**src/psc_pkg.sv**
```systemverilog
package psc_pkg;
  // Command codes and page selectors
  localparam logic [7:0] CMD_DROP_RAMP = 8'hde;
  localparam logic [7:0] CMD_ADD_TH    = 8'hdf;
  localparam logic [7:0] PAGE_A        = 8'h00;
  localparam logic [7:0] PAGE_B        = 8'h01;
  localparam int         NUM_CH        = 2;
  // Field positions of shed_drop_and_ramp_cfg
  localparam int DROP65_LSB = 14;
  localparam int DROP54_LSB = 12;
  localparam int DROP43_LSB = 10;
  localparam int DROP32_LSB = 8;
  localparam int SHED_EN_BIT = 7;
  localparam int USR_RAMP_LSB = 5;
  localparam int RAMP2_BIT = 4;
  localparam int RAMP1_BIT = 3;
  localparam int RAMP_LSB = 0;
  // Field positions of shed_add_threshold_cfg
  localparam int DCM_BIT = 15;
  localparam int DROP21_LSB = 13;
  localparam int ADD56_LSB = 11;
  localparam int ADD45_LSB = 9;
  localparam int ADD34_LSB = 7;
  localparam int ADD23_LSB = 5;
  localparam int ADD12_LSB = 3;
  localparam int ONE_PH_EN_BIT = 2;
  localparam int COARSE_LSB = 0;
  // Bits that exist on page 0 only; they read as zero on page 1
  localparam logic [15:0] DROP_PAGE0_MASK = 16'hfc00;
  localparam logic [15:0] ADD_PAGE0_MASK  = 16'h1f80;
  localparam logic [15:0] WORD_RESET      = 16'h0000;
  // Ramp amplitudes in mV
  localparam logic [8:0] RAMP_STEP_MV   = 9'h028;
  localparam logic [8:0] TWO_PH_RAMP_MV = 9'h078;
  localparam logic [8:0] ONE_PH_RAMP_MV = 9'h050;
  // Threshold arithmetic in A; drop offsets are biased by +2 A to stay unsigned
  localparam logic [11:0] ADD_BASE_A  = 12'h006;
  localparam logic [11:0] DROP_BIAS_A = 12'h002;
  // Drop delay
  localparam int DROP_DELAY_NS = 85000;
  localparam int CLK_PERIOD_NS = 8;
  localparam int DROP_DELAY_CYC = (DROP_DELAY_NS + CLK_PERIOD_NS - 1) / CLK_PERIOD_NS;
  localparam logic [2:0] MAX_PH_A = 3'h6;
  localparam logic [2:0] MAX_PH_B = 3'h2;

  // Add offset: 6, 8, 10, 12 A
  function automatic logic [11:0] add_offset(input logic [1:0] code);
    return ADD_BASE_A + {9'h000, code, 1'b0};
  endfunction

  // Biased drop offset: -2, +2, +2, +4 A become 0, 4, 4, 6; code 10b acts as 01b
  function automatic logic [11:0] drop_offset(input logic [1:0] code);
    case (code)
      2'h0:    return 12'h000;
      2'h3:    return 12'h006;
      default: return 12'h004;
    endcase
  endfunction
endpackage
```
**src/psc_cfg_if.sv**
```systemverilog
`timescale 1ns/1ps
// Configuration words of one channel, register bank to phase logic
interface psc_cfg_if;
  logic [15:0] drop_ramp;
  logic [15:0] add_th;
  modport regs (output drop_ramp, output add_th);
  modport ctrl (input drop_ramp, input add_th);
endinterface

```
**src/psc_phase_ctrl.sv**
```systemverilog
`timescale 1ns/1ps
module psc_phase_ctrl
  import psc_pkg::*;
#(
  parameter logic [2:0]  MAX_PH   = 3'h6,
  parameter logic [15:0] DROP_CYC = 16'h2981,
  parameter logic [7:0]  IEFF0    = 8'h0a,
  parameter logic [7:0]  IEFF1    = 8'h0f,
  parameter logic [7:0]  IEFF2    = 8'h14,
  parameter logic [7:0]  IEFF3    = 8'h19
) (
  input  wire logic        clk_sys,
  input  wire logic        rst_n,
  psc_cfg_if.ctrl          cfg,
  input  wire logic        usr_level1,
  input  wire logic [7:0]  avg_current,
  input  wire logic [7:0]  peak_current,
  output logic      [2:0]  phase_count,
  output logic      [5:0]  phase_enable,
  output logic      [8:0]  ramp_mv,
  output logic             dcm_active
);
  logic        shed_en;
  logic [7:0]  ieff;
  logic [1:0]  add_code;
  logic [1:0]  drop_code;
  logic        drop_ok;
  logic [11:0] add_th;
  logic [11:0] drop_th;
  logic        drop_cond;
  logic [15:0] drop_timer;
  logic [8:0]  next_ramp;

  assign shed_en = cfg.drop_ramp[SHED_EN_BIT];

  // Peak-efficiency current per phase, picked by the coarse field
  always_comb begin
    case (cfg.add_th[COARSE_LSB +: 2])
      2'h0:    ieff = IEFF0;
      2'h1:    ieff = IEFF1;
      2'h2:    ieff = IEFF2;
      default: ieff = IEFF3;
    endcase
  end

  // Fine fields for the transitions out of the present count
  always_comb begin
    add_code  = 2'h0;
    drop_code = 2'h0;
    drop_ok   = 1'b1;
    case (phase_count)
      3'h1: begin
        add_code = cfg.add_th[ADD12_LSB +: 2];
        drop_ok  = 1'b0;
      end
      3'h2: begin
        add_code  = cfg.add_th[ADD23_LSB +: 2];
        drop_code = cfg.add_th[DROP21_LSB +: 2];
        drop_ok   = cfg.add_th[ONE_PH_EN_BIT];
      end
      3'h3: begin
        add_code  = cfg.add_th[ADD34_LSB +: 2];
        drop_code = cfg.drop_ramp[DROP32_LSB +: 2];
      end
      3'h4: begin
        add_code  = cfg.add_th[ADD45_LSB +: 2];
        drop_code = cfg.drop_ramp[DROP43_LSB +: 2];
      end
      3'h5: begin
        add_code  = cfg.add_th[ADD56_LSB +: 2];
        drop_code = cfg.drop_ramp[DROP54_LSB +: 2];
      end
      default: drop_code = cfg.drop_ramp[DROP65_LSB +: 2];
    endcase
  end

  // Thresholds scale with the active count; drop side compares biased values
  assign add_th    = 12'(phase_count * ieff) + add_offset(add_code);
  assign drop_th   = 12'((phase_count - 3'h1) * ieff) + drop_offset(drop_code);
  assign drop_cond = ({4'h0, avg_current} + DROP_BIAS_A) < drop_th;

  // Count moves one phase at a time while shedding is on, so phases join and leave in order
  always_ff @(posedge clk_sys or negedge rst_n) begin
    if (!rst_n) begin
      phase_count <= MAX_PH;
      drop_timer  <= 16'h0000;
    end else if (!shed_en) begin
      phase_count <= MAX_PH; // RULE_16
      drop_timer  <= 16'h0000;
    end else if (phase_count < MAX_PH && {4'h0, peak_current} >= add_th) begin
      phase_count <= phase_count + 3'h1; // RULE_14 RULE_15
      drop_timer  <= 16'h0000;
    end else if (phase_count > 3'h1 && drop_ok && drop_cond) begin
      if (drop_timer == DROP_CYC - 16'h0001) begin
        phase_count <= phase_count - 3'h1; // RULE_07 RULE_14 RULE_15
        drop_timer  <= 16'h0000;
      end else begin
        drop_timer <= drop_timer + 16'h0001;
      end
    end else begin
      drop_timer <= 16'h0000; // Any lift above threshold restarts the wait
    end
  end

  // Lowest-numbered phases stay on
  assign phase_enable = 6'((7'h01 << phase_count) - 7'h01); // RULE_15

  // Ramp: undershoot override first, then low-count overrides, else base
  always_comb begin
    next_ramp = RAMP_STEP_MV * 9'(cfg.drop_ramp[RAMP_LSB +: 3] + 4'h1); // RULE_12
    if (usr_level1 && cfg.drop_ramp[USR_RAMP_LSB +: 2] != 2'h0) begin
      next_ramp = RAMP_STEP_MV * 9'(cfg.drop_ramp[USR_RAMP_LSB +: 2]); // RULE_09
    end else if (phase_count == 3'h2 && cfg.drop_ramp[RAMP2_BIT]) begin
      next_ramp = TWO_PH_RAMP_MV; // RULE_10
    end else if (phase_count == 3'h1 && cfg.drop_ramp[RAMP1_BIT]) begin
      next_ramp = ONE_PH_RAMP_MV; // RULE_11
    end
  end

  always_ff @(posedge clk_sys or negedge rst_n) begin
    if (!rst_n) begin
      ramp_mv    <= RAMP_STEP_MV;
      dcm_active <= 1'b0;
    end else begin
      ramp_mv    <= next_ramp;
      dcm_active <= shed_en && phase_count == 3'h1 && cfg.add_th[DCM_BIT];
    end
  end
endmodule // psc_phase_ctrl

```
**src/psc_phase_shed_config_regs.sv**
```systemverilog
`timescale 1ns/1ps
// Function
// [RULE_01] Command DEh taken only as word access
// [RULE_02] Page 00h is channel A, 01h channel B
// [RULE_03] Bits 15:14 six-to-five drop offset, page 0
// [RULE_04] Bits 13:12 five-to-four drop offset, page 0
// [RULE_05] Bits 11:10 four-to-three drop offset, page 0
// [RULE_06] Bits 9:8 three-to-two drop offset
// [RULE_07] Shed phase when average reaches drop threshold; the code sheds only once the average is below the threshold, not at it
// [RULE_08] Bit 7 enables dynamic phase shedding
// [RULE_09] Bits 6:5 undershoot level-1 ramp override
// [RULE_10] Bit 4 forces 120 mV at two phases
// [RULE_11] Bit 3 forces 80 mV at one phase
// [RULE_12] Bits 2:0 base ramp, 40 mV steps
// [RULE_13] Command DFh paged word, word access only
// [RULE_14] Add at once, drop after 85 us
// [RULE_15] Phases join and leave in numerical order
// [RULE_16] Shedding off runs all available phases
// [RULE_17] Fields load from nonvolatile store, stay writable
// [RULE_18] Drop code 10b acts like 01b
module psc_phase_shed_config_regs #(
  parameter logic [15:0] DROP_CYC = 16'(psc_pkg::DROP_DELAY_CYC),
  parameter logic [7:0]  IEFF0    = 8'h0a,
  parameter logic [7:0]  IEFF1    = 8'h0f,
  parameter logic [7:0]  IEFF2    = 8'h14,
  parameter logic [7:0]  IEFF3    = 8'h19
) (
  input  wire logic        clk_sys,
  input  wire logic        reset_n,
  // Nonvolatile defaults, stable from power-up
  input  wire logic [15:0] nvm_drop_ramp_a,
  input  wire logic [15:0] nvm_add_th_a,
  input  wire logic [15:0] nvm_drop_ramp_b,
  input  wire logic [15:0] nvm_add_th_b,
  // Decoded management-bus command port
  input  wire logic        cmd_valid,
  input  wire logic        cmd_write,
  input  wire logic        cmd_is_word,
  input  wire logic [7:0]  cmd_code,
  input  wire logic [7:0]  cmd_page,
  input  wire logic [15:0] cmd_wdata,
  output logic             cmd_ack,
  output logic             cmd_nack,
  output logic      [15:0] cmd_rdata,
  // Per-channel loop signals
  input  wire logic        usr_level1_a,
  input  wire logic        usr_level1_b,
  input  wire logic [7:0]  avg_current_a,
  input  wire logic [7:0]  peak_current_a,
  input  wire logic [7:0]  avg_current_b,
  input  wire logic [7:0]  peak_current_b,
  output logic      [2:0]  phase_count_a,
  output logic      [5:0]  phase_enable_a,
  output logic      [8:0]  ramp_mv_a,
  output logic             dcm_active_a,
  output logic      [2:0]  phase_count_b,
  output logic      [5:0]  phase_enable_b,
  output logic      [8:0]  ramp_mv_b,
  output logic             dcm_active_b,
  output logic             cfg_loaded
);
  import psc_pkg::*;

  logic        rst_meta;
  logic        rst_n;
  logic [1:0]  usr_meta;
  logic [1:0]  usr_sync;
  logic [15:0] drop_ramp [NUM_CH];
  logic [15:0] add_th    [NUM_CH];
  logic        code_ok;
  logic        page_ok;
  logic        take;
  logic        chan;
  logic [15:0] wmask;
  logic [6:0]  phase_enable_b_unused;

  psc_cfg_if cfg_a ();
  psc_cfg_if cfg_b ();

  // Page-0-only bits never exist on channel B
  function automatic logic [15:0] page_mask(input logic is_b, input logic [15:0] m);
    return is_b ? ~m : 16'hffff;
  endfunction

  // Reset release through two flops so every flop leaves reset on one edge
  always_ff @(posedge clk_sys or negedge reset_n) begin
    if (!reset_n) begin
      rst_meta <= 1'b0;
      rst_n    <= 1'b0;
    end else begin
      rst_meta <= 1'b1;
      rst_n    <= rst_meta;
    end
  end

  // Undershoot level comes from the analog loop, so it is synchronised
  always_ff @(posedge clk_sys or negedge rst_n) begin
    if (!rst_n) begin
      usr_meta <= 2'h0;
      usr_sync <= 2'h0;
    end else begin
      usr_meta <= {usr_level1_b, usr_level1_a};
      usr_sync <= usr_meta;
    end
  end

  // Command decode; FFh broadcast is not offered for these words
  assign code_ok = cmd_code == CMD_DROP_RAMP || cmd_code == CMD_ADD_TH; // RULE_01 RULE_13
  assign page_ok = cmd_page == PAGE_A || cmd_page == PAGE_B; // RULE_02
  assign take    = cmd_valid && cfg_loaded && code_ok && page_ok && cmd_is_word; // RULE_01
  assign chan    = cmd_page == PAGE_B; // RULE_02
  assign wmask   = cmd_code == CMD_DROP_RAMP ? page_mask(chan, DROP_PAGE0_MASK)
                                             : page_mask(chan, ADD_PAGE0_MASK);

  // Defaults load once after release; host writes follow. Bus refuses commands until load.
  always_ff @(posedge clk_sys or negedge rst_n) begin
    if (!rst_n) begin
      cfg_loaded <= 1'b0;
      for (int i = 0; i < NUM_CH; i++) begin
        drop_ramp[i] <= WORD_RESET;
        add_th[i]    <= WORD_RESET;
      end
    end else if (!cfg_loaded) begin
      cfg_loaded   <= 1'b1; // RULE_17
      drop_ramp[0] <= nvm_drop_ramp_a; // RULE_17
      add_th[0]    <= nvm_add_th_a;
      drop_ramp[1] <= nvm_drop_ramp_b & page_mask(1'b1, DROP_PAGE0_MASK); // RULE_03 RULE_04
      add_th[1]    <= nvm_add_th_b & page_mask(1'b1, ADD_PAGE0_MASK);
    end else if (take && cmd_write) begin
      if (cmd_code == CMD_DROP_RAMP) begin
        drop_ramp[chan] <= cmd_wdata & wmask; // RULE_03 RULE_04 RULE_05 RULE_06
      end else begin
        add_th[chan] <= cmd_wdata & wmask; // RULE_13
      end
    end
  end

  // Answers one cycle after the command; refused commands change nothing
  always_ff @(posedge clk_sys or negedge rst_n) begin
    if (!rst_n) begin
      cmd_ack   <= 1'b0;
      cmd_nack  <= 1'b0;
      cmd_rdata <= WORD_RESET;
    end else begin
      cmd_ack  <= take;
      cmd_nack <= cmd_valid && !take; // RULE_01
      if (take && !cmd_write) begin
        cmd_rdata <= cmd_code == CMD_DROP_RAMP ? drop_ramp[chan] : add_th[chan];
      end
    end
  end

  // Hand the live words to each channel's phase logic
  assign cfg_a.drop_ramp = drop_ramp[0]; // RULE_08
  assign cfg_a.add_th    = add_th[0];
  assign cfg_b.drop_ramp = drop_ramp[1];
  assign cfg_b.add_th    = add_th[1];

  // Channel A may use up to six phases
  psc_phase_ctrl #(
    .MAX_PH   (MAX_PH_A),
    .DROP_CYC (DROP_CYC),
    .IEFF0    (IEFF0),
    .IEFF1    (IEFF1),
    .IEFF2    (IEFF2),
    .IEFF3    (IEFF3)
  ) u_phase_a (
    .clk_sys      (clk_sys),
    .rst_n        (rst_n),
    .cfg          (cfg_a.ctrl),
    .usr_level1   (usr_sync[0]),
    .avg_current  (avg_current_a),
    .peak_current (peak_current_a),
    .phase_count  (phase_count_a),
    .phase_enable (phase_enable_a),
    .ramp_mv      (ramp_mv_a),
    .dcm_active   (dcm_active_a)
  );

  // Channel B is limited to two phases; its upper fields are absent
  psc_phase_ctrl #(
    .MAX_PH   (MAX_PH_B),
    .DROP_CYC (DROP_CYC),
    .IEFF0    (IEFF0),
    .IEFF1    (IEFF1),
    .IEFF2    (IEFF2),
    .IEFF3    (IEFF3)
  ) u_phase_b (
    .clk_sys      (clk_sys),
    .rst_n        (rst_n),
    .cfg          (cfg_b.ctrl),
    .usr_level1   (usr_sync[1]),
    .avg_current  (avg_current_b),
    .peak_current (peak_current_b),
    .phase_count  (phase_count_b),
    .phase_enable (phase_enable_b),
    .ramp_mv      (ramp_mv_b),
    .dcm_active   (dcm_active_b)
  );

  // Spare vector kept only to prove channel B never lights more than two
  assign phase_enable_b_unused = {1'b0, phase_enable_b};
endmodule // psc_phase_shed_config_regs

```
**config.mk**
```make
export PLATFORM = sky130hd
export DESIGN_NAME = psc_phase_shed_config_regs
export DESIGN_NICKNAME = d
export VERILOG_FILES = /design/src/psc_pkg.sv /design/src/psc_cfg_if.sv /design/src/psc_phase_ctrl.sv /design/src/psc_phase_shed_config_regs.sv
export SDC_FILE = /design/constraint.sdc
export NUM_CORES = 1
export LEC_CHECK = 0
export BUFFER_PORTS_ARGS = -buffer_cell sky130_fd_sc_hd__buf_4
export CAP_MARGIN = 20
export CELL_PAD_IN_SITES_DETAIL_PLACEMENT = 1
export CELL_PAD_IN_SITES_GLOBAL_PLACEMENT = 1
export CORE_MARGIN = 3
export CORE_UTILIZATION = 40
export DETAILED_ROUTE_END_ITERATION = 10
export GPL_TIMING_DRIVEN = 0
export PLACE_DENSITY = 0.77
export SLEW_MARGIN = 20
export SYNTH_ARGS = -nofsm -noshare
export SYNTH_HDL_FRONTEND = slang
export SYNTH_SLANG_ARGS = --single-unit
```
**constraint.sdc**
```tcl
create_clock -name clk_sys -period 4.4 [get_ports clk_sys]
set_input_delay 0 -clock clk_sys [delete_from_list [all_inputs] [get_ports clk_sys]]
set_output_delay 0 -clock clk_sys [all_outputs]
set_load 0.02 [all_outputs]
```
==> out/metrics.cfg, run 1 <==
[clock_network]
cts_tree=yes
max-clock-path-buffers=2
clkLatencyLatePin_ns=0.45
path_clk_slew_ns=0.07
clockRootBuffer=sky130_fd_sc_hd__clkbuf_16
clock-sinks=141
numCtsBuffers=17
cts_htree_levels=4

[placed_design]
placed_cell_area_sq_mm=0.0140
detailedPlacementHpwl_um=30400
port_buffers=173
place_congestion=0.823

[timing]
setup_repair_after_global_routing_missed_its_margin=true
transition_time_at_the_pin_with_the_least_slew_margin_ns=0.806
fin_worst_hold_slack_ns=0.00734
setup_tns_ns=-40.89
maxSlewHeadroom=0.461
final-hold-violation-count=0
final_period_minus_worst_setup_slack_ns=5.65
worst_slack_ns=-1.25
setup_violations_final=38
worst_clock_skew_ns=0.0156
final-max-slew-violation-count=0
period_share=1.29
achievable-frequency_mhz=177

[synth]
ys_warnings=0
post_synth_inst_count=1301
synthDistinctLibCells=72
synth-compound-area-share=0.137
synth_xor_xnor_area_share=0.0529
post_synth_fa_ha_maj_area_fraction=0.209
synthesized_area_divided_by_synthesized_cell_count_sq_um=9.04
yosys_register_bits=141
synthMuxAreaShare=0.0545
asyncSetResetFlopFracSynth=1.00
synth.area.top_cells=sky130_fd_sc_hd__dfrtp_1, sky130_fd_sc_hd__ha_1, sky130_fd_sc_hd__fa_1
synth_top_cell_area_share=0.285
mappedNetlistArea_sq_mm=0.0118
main_combinational_cell_family_by_area_after_synthesis=adder cells
count_of_flip_flops_with_a_built_in_enable_after_synthesis=0
synth-simple-area-share=0.182
synth.yosys.seq_area_share=0.301
synthFlopType=sky130_fd_sc_hd__dfrtp_1
synth_area_leader_cell=sky130_fd_sc_hd__dfrtp_1

[detailed_routing]
via_count=12052
routed_wl_um=47300
drt_drc_violations_left=0
route.detailed.vias_per_inst=5.80
wl_per_cell_um=22.8
route.antenna.remaining_nets=0
detailedRoute.firstIterationViolations=984
drt_pass1_iterations=5

[setup_path]
worst_ep_arrival_ns=5.98
timing.critical_path.to_type=flip-flop
critPathLaunch=u_phase_a.phase_count[1]
critical_path_peak_fanout=4
crit_path_frequent_cell=sky130_fd_sc_hd__a21oi_2
worst_ep_required_time_ns=4.72
timing_worst_setup_path_type=flip-flop to flip-flop
critical_path_launch_point_type=flip-flop
timing.rr.start=u_phase_a.phase_count[1]
timing.critical_path.slowest_stage_cell=sky130_fd_sc_hd__dfstp_2
largest_incremental_delay_on_the_critical_path_ns=0.62

[power]
total_leakage_power_uw=0.00771
power.density_cell_area_mw_per_mm2=392
post-layout-total-power_uw=6660
vdd_ir_drop_max_mv=0.258

[hold_path]
min_path_type=input pin to flip-flop
min_from=cmd_wdata[1]

[run_status]
run_status=complete, but fails checks
violations=setup timing

[global_route]
initial_antenna_violation_count=0
first_global_vias=12982
grt_first_pass_wirelength_um=69700
grt_use_total=0.281
global_route.overflow_total=0
grt_max_degree=54

[layout]
design.final.nets=1983
final_core_util=0.589
antenna-diode-count=0
most-common-layout-cells=sky130_fd_sc_hd__buf_4, sky130_fd_sc_hd__nor2_1, sky130_fd_sc_hd__dfrtp_1, sky130_fd_sc_hd__inv_1, sky130_fd_sc_hd__dlygate4sd3_1
post-route-cell-area_sq_mm=0.0170
most_common_cell_after_layout_fill_and_taps_aside=sky130_fd_sc_hd__buf_4
area_delta_synth_final_pct=44.4
post_route_cells_drive_above_1_share=0.317

[die]
die_area_sq_mm=0.0315
fp.coreArea_sq_mm=0.0289
start_util=0.408
chipWidth_um=177
pin_count=192
rows=62
die_height_um=177

[job]
max-cap-violations=0

==> critical path, delay by kind of cell, from the launching register on <==
family,cells,cell delay (ns)
compound gates,5,0.89
fa+ha+maj,7,2.03
buf+inv,7,0.67
flops,1,0.62
mux,1,0.06
simple gates,9,1.27
==> stage by stage <==
step	worst slack [ns]	cells
after floorplan	-0.869	1307
after global placement	-2.12	1864
after detailed placement	-1.72	1866
after CTS	-1.06	2059
after global routing	-1.45	2079
final	-1.25	2079
==> state kept, by name (all words and copies together) (netlist names), 2 cells and up <==
register               count
cfg_a.add_th              16
cfg_a.drop_ramp           16
cfg_b.add_th              16
cfg_b.drop_ramp           16
cmd_rdata                 16
u_phase_a.drop_timer      16
u_phase_b.drop_timer      16
u_phase_a.ramp_mv          6
u_phase_b.ramp_mv          6
u_phase_a.phase_count      3
u_phase_b.phase_count      3
usr_meta                   2
usr_sync                   2
==> cell usage after synthesis, drive strengths merged, types with 7 or more instances <==
cell type / n
nand2b: 11
inv: 128
nor3: 14
a21oi: 47
xor2: 44
o21ai: 69
a221oi: 50
a21o: 9
nand3: 31
nor2: 188
nand2: 108
mux2i: 10
fa: 50
and3: 25
a22oi: 11
dfrtp: 134
dfstp: 7
or3: 8
buf: 18
nor4: 8
xnor2: 27
or2: 7
nor2b: 20
clkbuf: 37
mux2: 16
ha: 116
nand4: 10
o21a: 12
mux4: 16
==> metal layers <==
layer / vias up / track usage / wire length [um] / part of all wire
met2: 551 / 0.501 / 24300 / 0.51
met1: 6085 / 0.338 / 18100 / 0.38
met5: - / 0 / 0 / 0
met3: 158 / 0.0456 / 2940 / 0.062
met4: 0 / 0.110 / 2030 / 0.043
li1: 5258 / - / - / -
==> timing repair <==
item	CTS	global route
buffers inserted	60	20
endpoints found under the setup margin	38	38
endpoints found under the hold margin	57	1
pin swaps	56	52
hold buffers	104	1
cloned	2	0
gates resized for setup	131	73
==> cell type report <==
| type | count | area [sq um] |
|---|---|---|
| repair buffers | 362 | 3100 |
| plain buffers | 49 | 329 |
| multi-input cells | 981 | 8430 |
| well taps | 384 | 480 |
| fillers | 3216 | 11900 |
| inverters | 130 | 520 |
| clock buffers | 18 | 429 |
| clock inverters | 14 | 148 |
| flip-flops and latches | 141 | 3550 |
==> cell families after synthesis <==
group,after synthesis
AO/OA/AOI/OAI,236
buffers and inverters,185
XOR/XNOR,71
flip-flops,141
other,2
multiplexers,42
AND/OR/NAND/NOR,458
adder cells (fa/ha/maj),166
==> report_power, final <==
group          internal [uW]  switching [uW]  total (uW)
logic                   1710            1930        3640
registers               1400             149        1550
clock network            800             681        1480
total                   3900            2760        6660
==> final timing paths <==
| kind | endpoint | slack [ns] | depth (start not counted) |
|---|---|---|---|
| setup / recovery | u_phase_a.phase_count[2] | -1.25 | 29 |
| hold / removal | cfg_a.add_th[1] | 0.007 | 3 |
| setup reg to reg | u_phase_a.phase_count[2] | -1.25 | 29 |
| hold reg to reg | u_phase_a.ramp_mv[7] | 0.35 | 0 |
| max in group asynchronous | u_phase_b.phase_count[1] | 3.23 | 1 |
| min in group asynchronous | u_phase_a.ramp_mv[7] | 0.35 | 0 |
Power figures use the tool's default switching activity.
==> run 2, diff against run 1 <==
CORE_UTILIZATION = 30   (was 40)
PLACE_DENSITY = 0.61   (was 0.77)
==> run 2 against run 1 <==
Net effect:
- the flow still finishes with violations (setup timing)
- total power up 0.18%
- clock skew down 0.0064 ns
- worst setup slack better by 0.27 ns
- sequential power about the same
- clock power about the same
- critical endpoint is now u_phase_a.drop_timer[11]
- largest cell class unchanged
==> out/metrics.cfg, run 2 (synthesis results as in run 1) <==
[timing]
final-max-slew-violation-count=0
worst_slack_ns=-0.985
achievable-frequency_mhz=186
period_share=1.22
final-hold-violation-count=0
setup_violations_final=38
maxSlewHeadroom=0.490
worst_clock_skew_ns=0.00919
transition_time_at_the_pin_with_the_least_slew_margin_ns=0.763
setup_repair_after_global_routing_missed_its_margin=true
setup_tns_ns=-34.73
final_period_minus_worst_setup_slack_ns=5.39

[placed_design]
cells_after_dpl=1994
place_ws_ns=-1.69
place_congestion=0.803
port_buffers=173
detailedPlacementHpwl_um=32400

[setup_path]
timing.critical_path.to_type=flip-flop
critical_path_launch_point_type=flip-flop
timing.critical_path.slowest_stage_cell=sky130_fd_sc_hd__dfstp_2
largest_incremental_delay_on_the_critical_path_ns=0.63
path_cells=inv_6 > buf_6 > ha_4 > ha_4 > nand2b_4 > fa_1 > fa_1 > fa_2 > inv_1 > ha_4 > a21oi_4 > o21bai_2 > nor2_2 > xor2_1 > ha_2 > o221ai_4 > a211oi_4 > a21oi_2 > nor3_2 > or3_4 > buf_16 > nor2_4
critical_path_buf_inv_count=4
worst-r2r-cell-count=22
critical_path.top_delay_family=adder cells
critical_path_peak_fanout=7
crit-reg2reg-capture=u_phase_a.drop_timer[11]
timing_worst_setup_path_type=flip-flop to flip-flop
worst_ep_arrival_ns=5.75
worst_ep_required_time_ns=4.77
reg2reg_setup_slack_ns=-0.99
timing.rr.start=u_phase_a.phase_count[1]
crit_path_frequent_cell=sky130_fd_sc_hd__ha_4

[layout]
instances_no_fill=2207
final_core_util=0.453
post_route_cells_drive_above_1_share=0.322
area_delta_synth_final_pct=46.9
most_common_cell_after_layout_fill_and_taps_aside=sky130_fd_sc_hd__buf_4
design.final.nets=1983
most-common-layout-cells=sky130_fd_sc_hd__buf_4, sky130_fd_sc_hd__nor2_1, sky130_fd_sc_hd__dfrtp_1, sky130_fd_sc_hd__dlygate4sd3_1, sky130_fd_sc_hd__inv_1
filler_cell_count=4287

[hold_path]
min_from=cmd_wdata[3]
min_delay_path_depth=3
min_path_type=input pin to flip-flop
min_to=cfg_b.add_th[3]

[clock_network]
cts_htree_levels=4
cts_tree=yes
clock-sinks=141
path_clk_slew_ns=0.06
max-clock-path-buffers=2
clkLatencyLatePin_ns=0.43
numCtsBuffers=17
clockRootBuffer=sky130_fd_sc_hd__clkbuf_16

[detailed_routing]
wl_per_cell_um=19.3
drt_drc_violations_left=0
route.detailed.vias_per_inst=5.07
via_count=11184
detailedRoute.firstIterationViolations=435
drt_pass1_iterations=5
routed_wl_um=42600
route.antenna.remaining_nets=0

[power]
total_leakage_power_uw=0.00771
power.density_cell_area_mw_per_mm2=386
vdd_ir_drop_max_mv=0.242
post-layout-total-power_uw=6680

[job]
max-cap-violations=0

[global_route]
grt_use_total=0.202
first_global_vias=11923
grt_max_degree=53
global_route.overflow_total=0
initial_antenna_violation_count=1
grt_first_pass_wirelength_um=66400

[die]
fp.coreArea_sq_mm=0.0381
start_util=0.309
pin_count=192
rows=71
chipWidth_um=204
die_area_sq_mm=0.0416
die_height_um=204

[run_status]
violations=setup timing
run_status=complete, but fails checks

run 2: area by class of cell:
class                      count  area [sq um]  share of cell area
antenna                        1          2.50            0.000145
buffer                        48           312              0.0180
clock buffer                  22           464              0.0269
clock inverter                10           115             0.00666
inverter                     130           523              0.0303
multi-input combinational    981          8550               0.495
sequential                   141          3550               0.206
tap                          511           639              0.0370
timing repair buffer         363          3130               0.181
run 2: worst register-to-register path, delay by kind of cell (launching register included):
kind	cells	cell delay, ns
AND/OR/NAND/NOR	5	0.86
AO/OA/AOI/OAI	5	0.74
flip-flops	1	0.63
XOR/XNOR	1	0.17
buffers and inverters	4	0.45
adder cells (fa/ha/maj)	7	2.48
run 2: metrics by stage:
step	area, sq um	hold WS [ns]
after floorplan	12100	-0.296
after global placement	14100	-0.217
after detailed placement	14200	-0.215
after CTS	16500	0.00797
after global routing	17300	0.0458
final	17300	0.0249
run 2: what timing repair did:
action / in CTS / in global routing
pin swaps: 53 / 90
cloned: 2 / 0
hold buffers: 108 / 0
buffers inserted: 43 / 35
gates resized for setup: 100 / 128
endpoints found under the hold margin: 57 / 0
endpoints found under the setup margin: 38 / 38
run 2: how the worst max path moves through the flow:
stage | from | endpoint | slack (ns) | cells past startpoint
floorplan | u_phase_a.phase_count[1] | u_phase_a.drop_timer[7] | -0.87 | 29
global route | cfg_a.add_th[0] | u_phase_a.phase_count[2] | -1.26 | 28
finish | u_phase_a.phase_count[1] | u_phase_a.drop_timer[11] | -0.99 | 22
global placement | rst_n | u_phase_b.phase_count[0] | -2.43 | 0
detailed placement | cfg_a.add_th[0] | u_phase_a.drop_timer[7] | -1.69 | 24
CTS | u_phase_a.phase_count[1] | u_phase_a.drop_timer[3] | -1.17 | 22
run 2: layer usage:
layer,wire length [um],vias to the layer above,global-route usage
li1,-,5263,-
met1,18900,5685,0.265
met2,21600,208,0.356
met3,1530,28,0.0288
met4,553,0,0.0445
met5,0,-,0
run 2: report_power, final:
group | internal [uW] | total [uW] | leakage, uW | switching, uW
combinational | 1750 | 3700 | 0.00570 | 1950
sequential | 1400 | 1520 | 0.00173 | 120
clock | 864 | 1460 | 0.000276 | 594
total | 4010 | 6680 | 0.00771 | 2660
